[config.mk]
export PLATFORM = sky130hd
export DESIGN_NAME = async_receive_packet_formatter
export DESIGN_NICKNAME = d
export VERILOG_FILES = /design/src/core/rx_format_pkg.sv /design/src/core/quadlet_pad.sv /design/src/core/async_receive_packet_formatter.sv
export VERILOG_INCLUDE_DIRS = /design/src /design/src/core
export SDC_FILE = /design/constraint.sdc
export NUM_CORES = 1
export LEC_CHECK = 0
export BUFFER_PORTS_ARGS = -buffer_cell sky130_fd_sc_hd__buf_2
export CAP_MARGIN = 10
export CORE_ASPECT_RATIO = 0.7
export CORE_MARGIN = 4
export CORE_UTILIZATION = 49
export DETAILED_ROUTE_END_ITERATION = 6
export PLACE_DENSITY = 0.83
export SKIP_CTS_REPAIR_TIMING = 1
export SLEW_MARGIN = 40
export SYNTH_ARGS = -nofsm -noshare
export SYNTH_HDL_FRONTEND = slang
export SYNTH_SLANG_ARGS = --single-unit
[constraint.sdc]
create_clock -name mclk -period 2.7 [get_ports mclk]
set_input_delay 0.81 -clock mclk [delete_from_list [all_inputs] [get_ports mclk]]
set_output_delay 0.81 -clock mclk [all_outputs]
set_load 0.02 [all_outputs]
[src/core/rx_format_defines.svh]
// Register map, field positions and reset values of the receive formatter
`ifndef RX_FORMAT_DEFINES_SVH
`define RX_FORMAT_DEFINES_SVH

// Wishbone register byte offsets
`define REG_CTRL_OFFSET       4'h0
`define REG_STATUS_OFFSET     4'h4
`define REG_COUNT_OFFSET      4'h8

// Control register bits and reset value
`define CTRL_ENABLE_BIT       0
`define CTRL_FORCE_BULKY_BIT  1
`define CTRL_RESET_VALUE      2'h1

// Status register bit positions
`define STAT_BUSY_BIT         0
`define STAT_OUT_VALID_BIT    1
`define STAT_ROUTE_BULKY_BIT  2
`define STAT_STALLED_BIT      3
`define STAT_STATE_LSB        8

// Count register halves
`define COUNT_CTRL_LSB        0
`define COUNT_BULKY_LSB       16

// First header quadlet: identifier on top, packet control below
`define HDR_ID_LSB            16
`define CTL_TAG_LSB           10
`define CTL_RETRY_LSB         8
`define CTL_TRANSACTION_TYPE_CODE_LSB         4
`define CTL_PRIO_LSB          0

// Trailer quadlet fields
`define TRL_PAD_LSB           24
`define TRL_SPEED_LSB         16
`define TRL_ACK_LSB           0

// Header lengths in quadlets, last index
`define HDR_LAST_SHORT        2'h2
`define HDR_LAST_LONG         2'h3

// Wishbone answer latency in clock cycles after the request is seen
`define WB_ACK_LATENCY        1

`endif

[src/core/rx_format_pkg.sv]
// Types shared by the asynchronous receive formatter
package rx_format_pkg;

  // Transaction type codes of asynchronous packets
  typedef enum logic [3:0] {
    TC_WR_QUAD_REQ  = 4'h0,
    TC_WR_BLK_REQ   = 4'h1,
    TC_WR_RESP      = 4'h2,
    TC_RD_QUAD_REQ  = 4'h4,
    TC_RD_BLK_REQ   = 4'h5,
    TC_RD_QUAD_RESP = 4'h6,
    TC_RD_BLK_RESP  = 4'h7,
    TC_LOCK_REQ     = 4'h9,
    TC_LOCK_RESP    = 4'hb
  } transaction_type_code_e;

  // Speed codes of the arriving packet; 2'h3 is undefined
  typedef enum logic [1:0] {
    SPD_100 = 2'h0,
    SPD_200 = 2'h1,
    SPD_400 = 2'h2,
    SPD_UND = 2'h3
  } speed_e;

  // Retry codes, passed through untouched
  typedef enum logic [1:0] {
    RT_NEW     = 2'h0,
    RT_RETRY_X = 2'h1,
    RT_RETRY_A = 2'h2,
    RT_RETRY_B = 2'h3
  } retry_e;

  // Formatter sequencing, one-hot
  typedef enum logic [4:0] {
    S_IDLE        = 5'h01,
    S_TRAIL_FIRST = 5'h02,
    S_HEADER      = 5'h04,
    S_PAYLOAD     = 5'h08,
    S_TRAIL_LAST  = 5'h10
  } fsm_e;

  // One received packet as handed over by the packet receiver
  typedef struct packed {
    logic        route_bulky;
    logic [15:0] target_node_identifier;
    logic [5:0]  transaction_tag;
    retry_e      retry_code;
    logic [3:0]  transaction_type_code;
    logic [3:0]  prio_level;
    logic [15:0] sender_node_identifier;
    logic [15:0] target_offset_upper;
    logic [31:0] target_offset_lower;
    logic [31:0] quadlet_data;
    logic [15:0] payload_byte_count;
    logic [15:0] extended_code;
    speed_e      speed;
    logic [3:0]  returned_acknowledge;
  } rx_packet_s;

  // One quadlet toward the receive FIFOs
  typedef struct packed {
    logic [31:0] data;
    logic        first;
    logic        last;
    logic        bulky;
  } fifo_word_s;

endpackage

[src/core/quadlet_pad.sv]
// Zero fill of the unused trailing bytes of a payload quadlet
module quadlet_pad
  import rx_format_pkg::*;
(
  input  wire logic [31:0] data_in,
  input  wire logic [2:0]  keep_bytes,
  output logic      [31:0] data_out
);

  // Byte 0 sits in bits 31:24; bytes at or past keep_bytes become zero
  for (genvar b = 0; b < 4; b++) begin : g_byte
    assign data_out[31-8*b -: 8] =
      (3'(b) < keep_bytes) ? data_in[31-8*b -: 8] : 8'h00;
  end

endmodule

[src/core/async_receive_packet_formatter.sv]
// Formatter of received asynchronous packets into receive FIFO quadlets
// Contract
// - First quadlet: target identifier high 16 bits, packet control low 16.
// - Target identifier is 10-bit bus number joined to 6-bit node number.
// - Second quadlet upper half holds the sender node identifier.
// - 48-bit target offset: upper part in quadlet two, lower in three.
// - Quadlet packets carry data quadlet only for writes and read responses.
// - Block payload for write requests, read responses and lock requests and responses.
// - A trailer is built for each packet; last for the control FIFO.
// - Bulky FIFO packets get the trailer first, before the header.
// - Trailer-first order applies to block packets into bulky FIFOs too.
// - Two-bit retry code passes through with its encoding unchanged.
// - Trailer speed field reports arrival speed 100, 200 or 400.
// - Trailer acknowledge field holds the acknowledge this node returned.
// - Transaction tag is stored unchanged for request matching.
// - Payload byte 0 leads quadlet; last quadlet zero padded.
// - Trailer counts zero-filled padding bytes of the last quadlet.
// - Block byte count covers payload only, kept as received.
`include "rx_format_defines.svh"

module async_receive_packet_formatter
  import rx_format_pkg::*;
#(
  parameter int QCNT_W = 15
)
(
  input  wire logic        mclk,
  input  wire logic        rst,
  // Classic Wishbone slave
  input  wire logic [3:0]  wb_adr_i,
  input  wire logic [31:0] wb_dat_i,
  input  wire logic [3:0]  wb_sel_i,
  input  wire logic        wb_we_i,
  input  wire logic        wb_stb_i,
  input  wire logic        wb_cyc_i,
  output logic      [31:0] wb_dat_o,
  output logic             wb_ack_o,
  // Packet descriptor from the receiver
  input  wire logic        pkt_valid,
  input  rx_packet_s       pkt,
  output logic             pkt_ready,
  // Payload quadlets from the receiver
  input  wire logic        pay_valid,
  input  wire logic [31:0] pay_data,
  output logic             pay_ready,
  // Quadlets toward the receive FIFOs
  output logic             q_valid,
  output fifo_word_s       q_word,
  input  wire logic        q_ready
);

  // A 16-bit byte count needs up to 16384 quadlets
  if (QCNT_W < 15 || QCNT_W > 24) begin : g_check
    $error("QCNT_W must lie between 15 and 24");
  end

  fsm_e              state;
  fsm_e              next_state;
  rx_packet_s        cur;
  logic              bulky;
  logic [1:0]        hdr_idx;
  logic [QCNT_W-1:0] pay_left;
  logic [1:0]        ctrl_bits;
  logic [15:0]       count_ctrl;
  logic [15:0]       count_bulky;

  logic              accept;
  logic              out_free;
  logic              emit;
  logic              emit_last;
  logic [31:0]       emit_data;
  logic              is_block;
  logic              has_quad_data;
  logic              block_data;
  logic [1:0]        hdr_last;
  logic [QCNT_W-1:0] pay_quads;
  logic [1:0]        pad_count;
  logic [2:0]        keep_bytes;
  logic [31:0]       padded;
  logic [31:0]       trailer;
  logic [31:0]       hdr_word;
  logic              wb_req;
  logic              wb_write;
  logic [31:0]       reg_rdata;
  logic              count_clear;

  // Packet classification from the stored type code
  // type code decides
  always_comb begin
    is_block      = 1'b0;
    has_quad_data = 1'b0;
    block_data    = 1'b0;
    unique case (cur.transaction_type_code)
      TC_WR_QUAD_REQ, TC_RD_QUAD_RESP: begin
        has_quad_data = 1'b1;
      end
      TC_WR_BLK_REQ, TC_RD_BLK_RESP, TC_LOCK_REQ, TC_LOCK_RESP: begin
        is_block   = 1'b1;
        block_data = 1'b1;
      end
      TC_RD_BLK_REQ: begin
        // Requested length only, no data follows
        is_block = 1'b1;
      end
      // Write responses, quadlet reads and unknown codes: header only
      default: is_block = 1'b0;
    endcase
  end

  // Header length and payload size derived from the stored packet
  // payload-only count
  assign hdr_last  = (is_block || has_quad_data) ? `HDR_LAST_LONG
                                                 : `HDR_LAST_SHORT;
  assign pay_quads = block_data
                   ? QCNT_W'((17'(cur.payload_byte_count) + 17'h3) >> 2)
                   : '0;
  assign pad_count = block_data ? (2'h0 - cur.payload_byte_count[1:0])
                                : 2'h0;
  assign keep_bytes = (pay_left == QCNT_W'(1) &&
                       cur.payload_byte_count[1:0] != 2'h0)
                    ? {1'b0, cur.payload_byte_count[1:0]} : 3'h4;

  quadlet_pad u_pad (
    .data_in    (pay_data),
    .keep_bytes (keep_bytes),
    .data_out   (padded)
  );

  // Reception trailer, built from what the receiver reported
  always_comb begin
    trailer = 32'h0000_0000;
    trailer[`TRL_PAD_LSB +: 2] = pad_count;
    trailer[`TRL_SPEED_LSB +: 2] = cur.speed;
    trailer[`TRL_ACK_LSB +: 4] = cur.returned_acknowledge;
  end

  // Header quadlets in stored order
  always_comb begin
    unique case (hdr_idx)
      2'h0: begin
        hdr_word = {cur.target_node_identifier,
                    cur.transaction_tag,
                    cur.retry_code,
                    cur.transaction_type_code,
                    cur.prio_level};
      end
      2'h1: begin
        hdr_word = {cur.sender_node_identifier, cur.target_offset_upper};
      end
      2'h2: begin
        hdr_word = cur.target_offset_lower;
      end
      default: begin
        // block length word, or the quadlet's data
        hdr_word = is_block ? {cur.payload_byte_count, cur.extended_code}
                            : cur.quadlet_data;
      end
    endcase
  end

  // A new packet is taken only when idle, so packets never interleave
  // one packet at a time
  assign accept    = (state == S_IDLE) && pkt_valid &&
                     ctrl_bits[`CTRL_ENABLE_BIT];
  assign pkt_ready = (state == S_IDLE) && ctrl_bits[`CTRL_ENABLE_BIT];
  assign out_free  = !q_valid || q_ready;
  assign pay_ready = (state == S_PAYLOAD) && out_free;

  // Sequencing of trailer, header, payload and trailer
  always_comb begin
    next_state = state;
    emit       = 1'b0;
    emit_last  = 1'b0;
    emit_data  = 32'h0000_0000;
    unique case (state)
      S_IDLE: begin
        if (accept) begin
          next_state = (pkt.route_bulky ||
                        ctrl_bits[`CTRL_FORCE_BULKY_BIT])
                     ? S_TRAIL_FIRST : S_HEADER;
        end
      end
      S_TRAIL_FIRST: begin
        emit      = out_free;
        emit_data = trailer;
        if (out_free) begin
          next_state = S_HEADER;
        end
      end
      S_HEADER: begin
        emit      = out_free;
        emit_data = hdr_word;
        if (out_free && hdr_idx == hdr_last) begin
          if (pay_quads != '0) begin
            next_state = S_PAYLOAD;
          end else if (bulky) begin
            emit_last  = 1'b1;
            next_state = S_IDLE;
          end else begin
            next_state = S_TRAIL_LAST;
          end
        end
      end
      S_PAYLOAD: begin
        emit      = out_free && pay_valid;
        emit_data = padded;
        if (emit && pay_left == QCNT_W'(1)) begin
          emit_last  = bulky;
          next_state = bulky ? S_IDLE : S_TRAIL_LAST;
        end
      end
      S_TRAIL_LAST: begin
        emit       = out_free;
        emit_last  = out_free;
        emit_data  = trailer;
        if (out_free) begin
          next_state = S_IDLE;
        end
      end
    endcase
  end

  // State register
  always_ff @(posedge mclk) begin
    if (rst) begin
      state <= S_IDLE;
    end else begin
      state <= next_state;
    end
  end

  // Packet capture; held stable for the whole packet
  always_ff @(posedge mclk) begin
    if (rst) begin
      cur   <= '0;
      bulky <= 1'b0;
    end else if (accept) begin
      cur   <= pkt;
      bulky <= pkt.route_bulky || ctrl_bits[`CTRL_FORCE_BULKY_BIT];
    end
  end

  // Header quadlet index
  always_ff @(posedge mclk) begin
    if (rst) begin
      hdr_idx <= 2'h0;
    end else if (state != S_HEADER) begin
      hdr_idx <= 2'h0;
    end else if (out_free) begin
      hdr_idx <= hdr_idx + 2'h1;
    end
  end

  // Remaining payload quadlets; loaded on every header cycle
  always_ff @(posedge mclk) begin
    if (rst) begin
      pay_left <= '0;
    end else if (state == S_HEADER) begin
      pay_left <= pay_quads;
    end else if (state == S_PAYLOAD && emit) begin
      pay_left <= pay_left - QCNT_W'(1);
    end
  end

  // Output word register; data always comes from flip-flops
  always_ff @(posedge mclk) begin
    if (rst) begin
      q_valid <= 1'b0;
      q_word  <= '0;
    end else if (emit) begin
      q_valid       <= 1'b1;
      q_word.data   <= emit_data;
      q_word.last   <= emit_last;
      q_word.bulky  <= bulky;
      q_word.first  <= (state == S_TRAIL_FIRST) ||
                       (state == S_HEADER && hdr_idx == 2'h0 && !bulky);
    end else if (q_ready) begin
      q_valid <= 1'b0;
    end
  end

  // Wishbone request, answered one cycle later
  assign wb_req   = wb_cyc_i && wb_stb_i;
  assign wb_write = wb_req && wb_we_i && wb_ack_o;

  always_ff @(posedge mclk) begin
    if (rst) begin
      wb_ack_o <= 1'b0;
    end else begin
      wb_ack_o <= wb_req && !wb_ack_o;
    end
  end

  // Read mux; unmapped offsets answer with zero
  always_comb begin
    reg_rdata = 32'h0000_0000;
    unique case (wb_adr_i)
      `REG_CTRL_OFFSET: reg_rdata[1:0] = ctrl_bits;
      `REG_STATUS_OFFSET: begin
        reg_rdata[`STAT_BUSY_BIT]        = (state != S_IDLE);
        reg_rdata[`STAT_OUT_VALID_BIT]   = q_valid;
        reg_rdata[`STAT_ROUTE_BULKY_BIT] = bulky;
        reg_rdata[`STAT_STALLED_BIT]     = pkt_valid && !pkt_ready;
        reg_rdata[`STAT_STATE_LSB +: 5]  = state;
      end
      `REG_COUNT_OFFSET: reg_rdata = {count_bulky, count_ctrl};
      default:           reg_rdata = 32'h0000_0000;
    endcase
  end

  // Read data is latched together with the rising ack
  always_ff @(posedge mclk) begin
    if (rst) begin
      wb_dat_o <= 32'h0000_0000;
    end else if (wb_req && !wb_ack_o) begin
      wb_dat_o <= reg_rdata;
    end
  end

  // Control writes land at the edge that sees ack; low byte lane only
  always_ff @(posedge mclk) begin
    if (rst) begin
      ctrl_bits <= `CTRL_RESET_VALUE;
    end else if (wb_write && wb_adr_i == `REG_CTRL_OFFSET && wb_sel_i[0]) begin
      ctrl_bits <= wb_dat_i[1:0];
    end
  end

  // Packet counters; a completion in the clearing cycle is still counted
  assign count_clear = wb_write && wb_adr_i == `REG_COUNT_OFFSET;

  always_ff @(posedge mclk) begin
    if (rst) begin
      count_ctrl  <= 16'h0000;
      count_bulky <= 16'h0000;
    end else begin
      if (count_clear) begin
        count_ctrl  <= {15'h0, emit_last && !bulky};
        count_bulky <= {15'h0, emit_last && bulky};
      end else if (emit_last) begin
        if (bulky) begin
          count_bulky <= count_bulky + 16'h0001;
        end else begin
          count_ctrl <= count_ctrl + 16'h0001;
        end
      end
    end
  end

endmodule

==> results.cfg <==
[floorplan]
die_area_um2 = 29500
initial_core_util = 0.5048
core_area_um2 = 25990
die_w_um = 203.6
die_h_um = 144.9
num_rows = 49
boundaryPins = 318

[place]
io_buffers = 284
dp.final_hpwl_um = 31650
place_ws_ps = -110.7
place.gp.congestion = 0.9141

[yosys]
synth_area_um2 = 13120
synth-edff-count = 0
syn-instance-count = 1673
synth-seq-cells = 292
synth.avg_cell_area_um2 = 7.843
yosysSeqAreaShare = 0.4455
synthArstFlopShare = 0
synth_fp_nets = 1930
yosys_most_used_dff = dfxtp_1
ys_warn_count = 0
synth_cell_types = 66

[finish]
layout.nets = 2197
drive_gt1_frac = 0.2621
synthToLayoutAreaGrowth_pct = 25.36
final_core_util = 0.6327

[timing]
finalWorstPathRequiredPeriod_ps = 2852
setup-violations-final = 8
setup_ws_ps = -152.0
finalHoldViolations = 0
slew_viol_final = 0
fin_worst_skew_ps = 27.19
clock.fmax_ghz = 0.3506
worst_pin_slew_ps = 867.0
min_period_over_period = 1.056
slew_headroom = 0.4220
rsz0062_at_grt = true

[setup_path]
cp_top_family = simple AND/OR/NAND/NOR gates
startpoint_type = flip-flop
crit_path_top_delay_cell = or4_4
critPathMaxStageDelay_ps = 510
crit_top_cell = a21oi_2
worstPathMaxFanout = 6
path_buf_inv = 2
path_cells = inv_2 > ha_4 > nand4b_1 > nor3_2 > mux2i_1 > a21oi_2 > nor4_4 > nor2_4 > clkbuf_16 > or4_4 > a21oi_2
cp.arrival_ps = 3340
endpoint_kind = flip-flop
critical_path_class = reg -> reg
crit_required_ps = 3190

[routing]
drt_pre_antenna_iters = 6
ant_nets = 0
wirelength_um = 44320
viasPerCell = 5.814
wl_per_cell_um = 19.08
vias = 13510
drc_errors = 0
drt_iter0_markers = 1540

[clocking]
cts_tree = built
clkLatencyLatePin_ps = 570
numCtsBuffers = 28
clk_pin_slew_worst_paths_ps = 60
cts_buffer_depth = 3
cts_sinks = 292
cts-root-buf = clkbuf_16
cts_htree_levels = 1

[global_routing]
grt_start_max_net_pins = 167
antenna_found_initial = 12
grt_pass1_vias = 12790
grt.total_usage = 0.2803
overflow = 0
grt_pass1_wl_um = 67920

[power_and_ir_drop]
power.density_nw_per_um2 = 679.1
power.total_w = 0.01117
leakagePower_nw = 6.471
vdd_drop_max_mv = 0.4031

[flow_run]
maxCapViolations = 0

[worst_hold_path]
hold_path_class = reg -> reg

[status]
violations = setup timing
status = complete, but fails checks
## cells by family (layout without fill, tap and decap cells)
group / after synthesis / after routing / synth area share
AO/OA/AOI/OAI: 436 / 436 / 0.2073
XOR/XNOR: 35 / 35 / 0.02336
adder cells (fa/ha/maj): 10 / 10 / 0.009536
buffers and inverters: 149 / 437 / 0.04548
flip-flops: 292 / 292 / 0.4455
multiplexers: 40 / 40 / 0.03337
other: 0 / 5 / 0
AND/OR/NAND/NOR: 711 / 711 / 0.2354
## synth_stat cells (all sizes together), types with 4 or more instances
library cell,count,share of area
mux2,30,0.026
and3,9,0.0043
clkbuf,118,0.034
a22oi,30,0.017
xnor2,17,0.011
mux2i,10,0.0076
buf,19,0.0083
xor2,18,0.012
nor4,13,0.0083
dfxtp,292,0.45
o31ai,9,0.0051
o211ai,5,0.0029
a222oi,34,0.026
nand2b,4,0.0019
or2,6,0.0029
nand3,41,0.016
a211oi,33,0.019
ha,10,0.0095
a221oi,14,0.0093
nor2,122,0.035
and2,7,0.0033
a21oi,229,0.088
nor3,22,0.0088
o21ai,51,0.020
or3,15,0.0075
nand2,431,0.12
inv,12,0.0034
a31oi,9,0.0043
or4,10,0.0057
nand4,13,0.0078
nor2b,10,0.0048
## registers in the layout (all words and copies together) (netlist names)
signal and cells:
cur 166, q_word 35, wb_dat_o 32, count_bulky 16, count_ctrl 16, pay_left 15
state 5, ctrl_bits 2, hdr_idx 2, bulky 1, q_valid 1, wb_ack_o 1
## layer usage
layer | vias up | track usage | wire (µm) | share of wire
met2 | 704 | 0.4091 | 18910 | 0.43
met3 | 102 | 0.07049 | 4665 | 0.11
met1 | 6308 | 0.4098 | 19300 | 0.44
met5 | - | 0 | 76 | 0.0017
met4 | 12 | 0.08493 | 1369 | 0.031
li1 | 6379 | - | - | -
## where the power goes
part | internal [W] | total, W | switching [W]
combinational | 0.000815 | 0.00219 | 0.00138
sequential | 0.00467 | 0.00489 | 0.000222
clock | 0.00235 | 0.00409 | 0.00173
total | 0.00784 | 0.0112 | 0.00333
## cells in the final DEF, fill, tap and decap left out, drive strengths merged, types with 5 or more instances in the layout
cell    synthesis  routed
mux2i          10      10
mux2           30      30
buf            19     371
nor3           22      22
o21ai          51      51
nand3          41      41
and2            7       7
inv            12      13
nor2b          10      10
nand4          13      13
a31oi           9       9
a21oi         229     229
or3            15      15
dfxtp         292     292
a211oi         33      33
a221oi         14      14
diode           0       5
or4            10      10
nor4           13      13
a22oi          30      30
and3            9       9
clkbuf        118      44
xor2           18      18
a222oi         34      34
xnor2          17      17
nor2          122     122
or2             6       6
nand2         431     431
o31ai           9       9
o211ai          5       5
ha             10      10
## cell type report
class                           instances  area [µm²]
Clock buffer                           41       839.6
Sequential cell                       292        5851
Clock inverter                         10       122.6
Fill cell                            2263        9547
Antenna cell                            5       12.51
Multi-Input combinational cell       1232        6899
Timing Repair Buffer                  374        2232
Inverter                               12       45.04
Tap cell                              357       446.7
## stage by stage
stage / setup TNS, ps / cells / hold WS (ps) / area, µm²
4_1_cts: -843.3 / 2306 / 446.7 / 16150
2_1_floorplan: 0 / 1673 / 432.9 / 13130
3_5_place_dp: -465.6 / 2255 / 440.4 / 15190
3_3_place_gp: -250.0 / 2255 / 438.6 / 15180
6_report: -701.3 / 2323 / 446.2 / 16450
5_1_grt: -1731 / 2323 / 458.0 / 16450
## worst register-to-register path: cells and delay by family, from the launching register on
family                     cells  cell delay (ps)
AOI/OAI and AO/OA              2              250
muxes                          1              300
adders and majority gates      1              160
and+or+nand+nor                5             1530
buffers and inverters          2              220
DFF                            1              340
## path summary, 6_finish.rpt
kind                                 end                       from  depth (start not counted)  slack, ps
max          count_bulky[9]$_SDFFE_PP0P_       cur[23]$_SDFFE_PP0P_                         11       -150
min            wb_dat_o[23]$_SDFFE_PP0P_  wb_dat_o[23]$_SDFFE_PP0P_                          2        450
max reg2reg  count_bulky[9]$_SDFFE_PP0P_       cur[23]$_SDFFE_PP0P_                         11       -150
min reg2reg    wb_dat_o[23]$_SDFFE_PP0P_  wb_dat_o[23]$_SDFFE_PP0P_                          2        450
No activity file was read; power rests on OpenSTA's default activity.
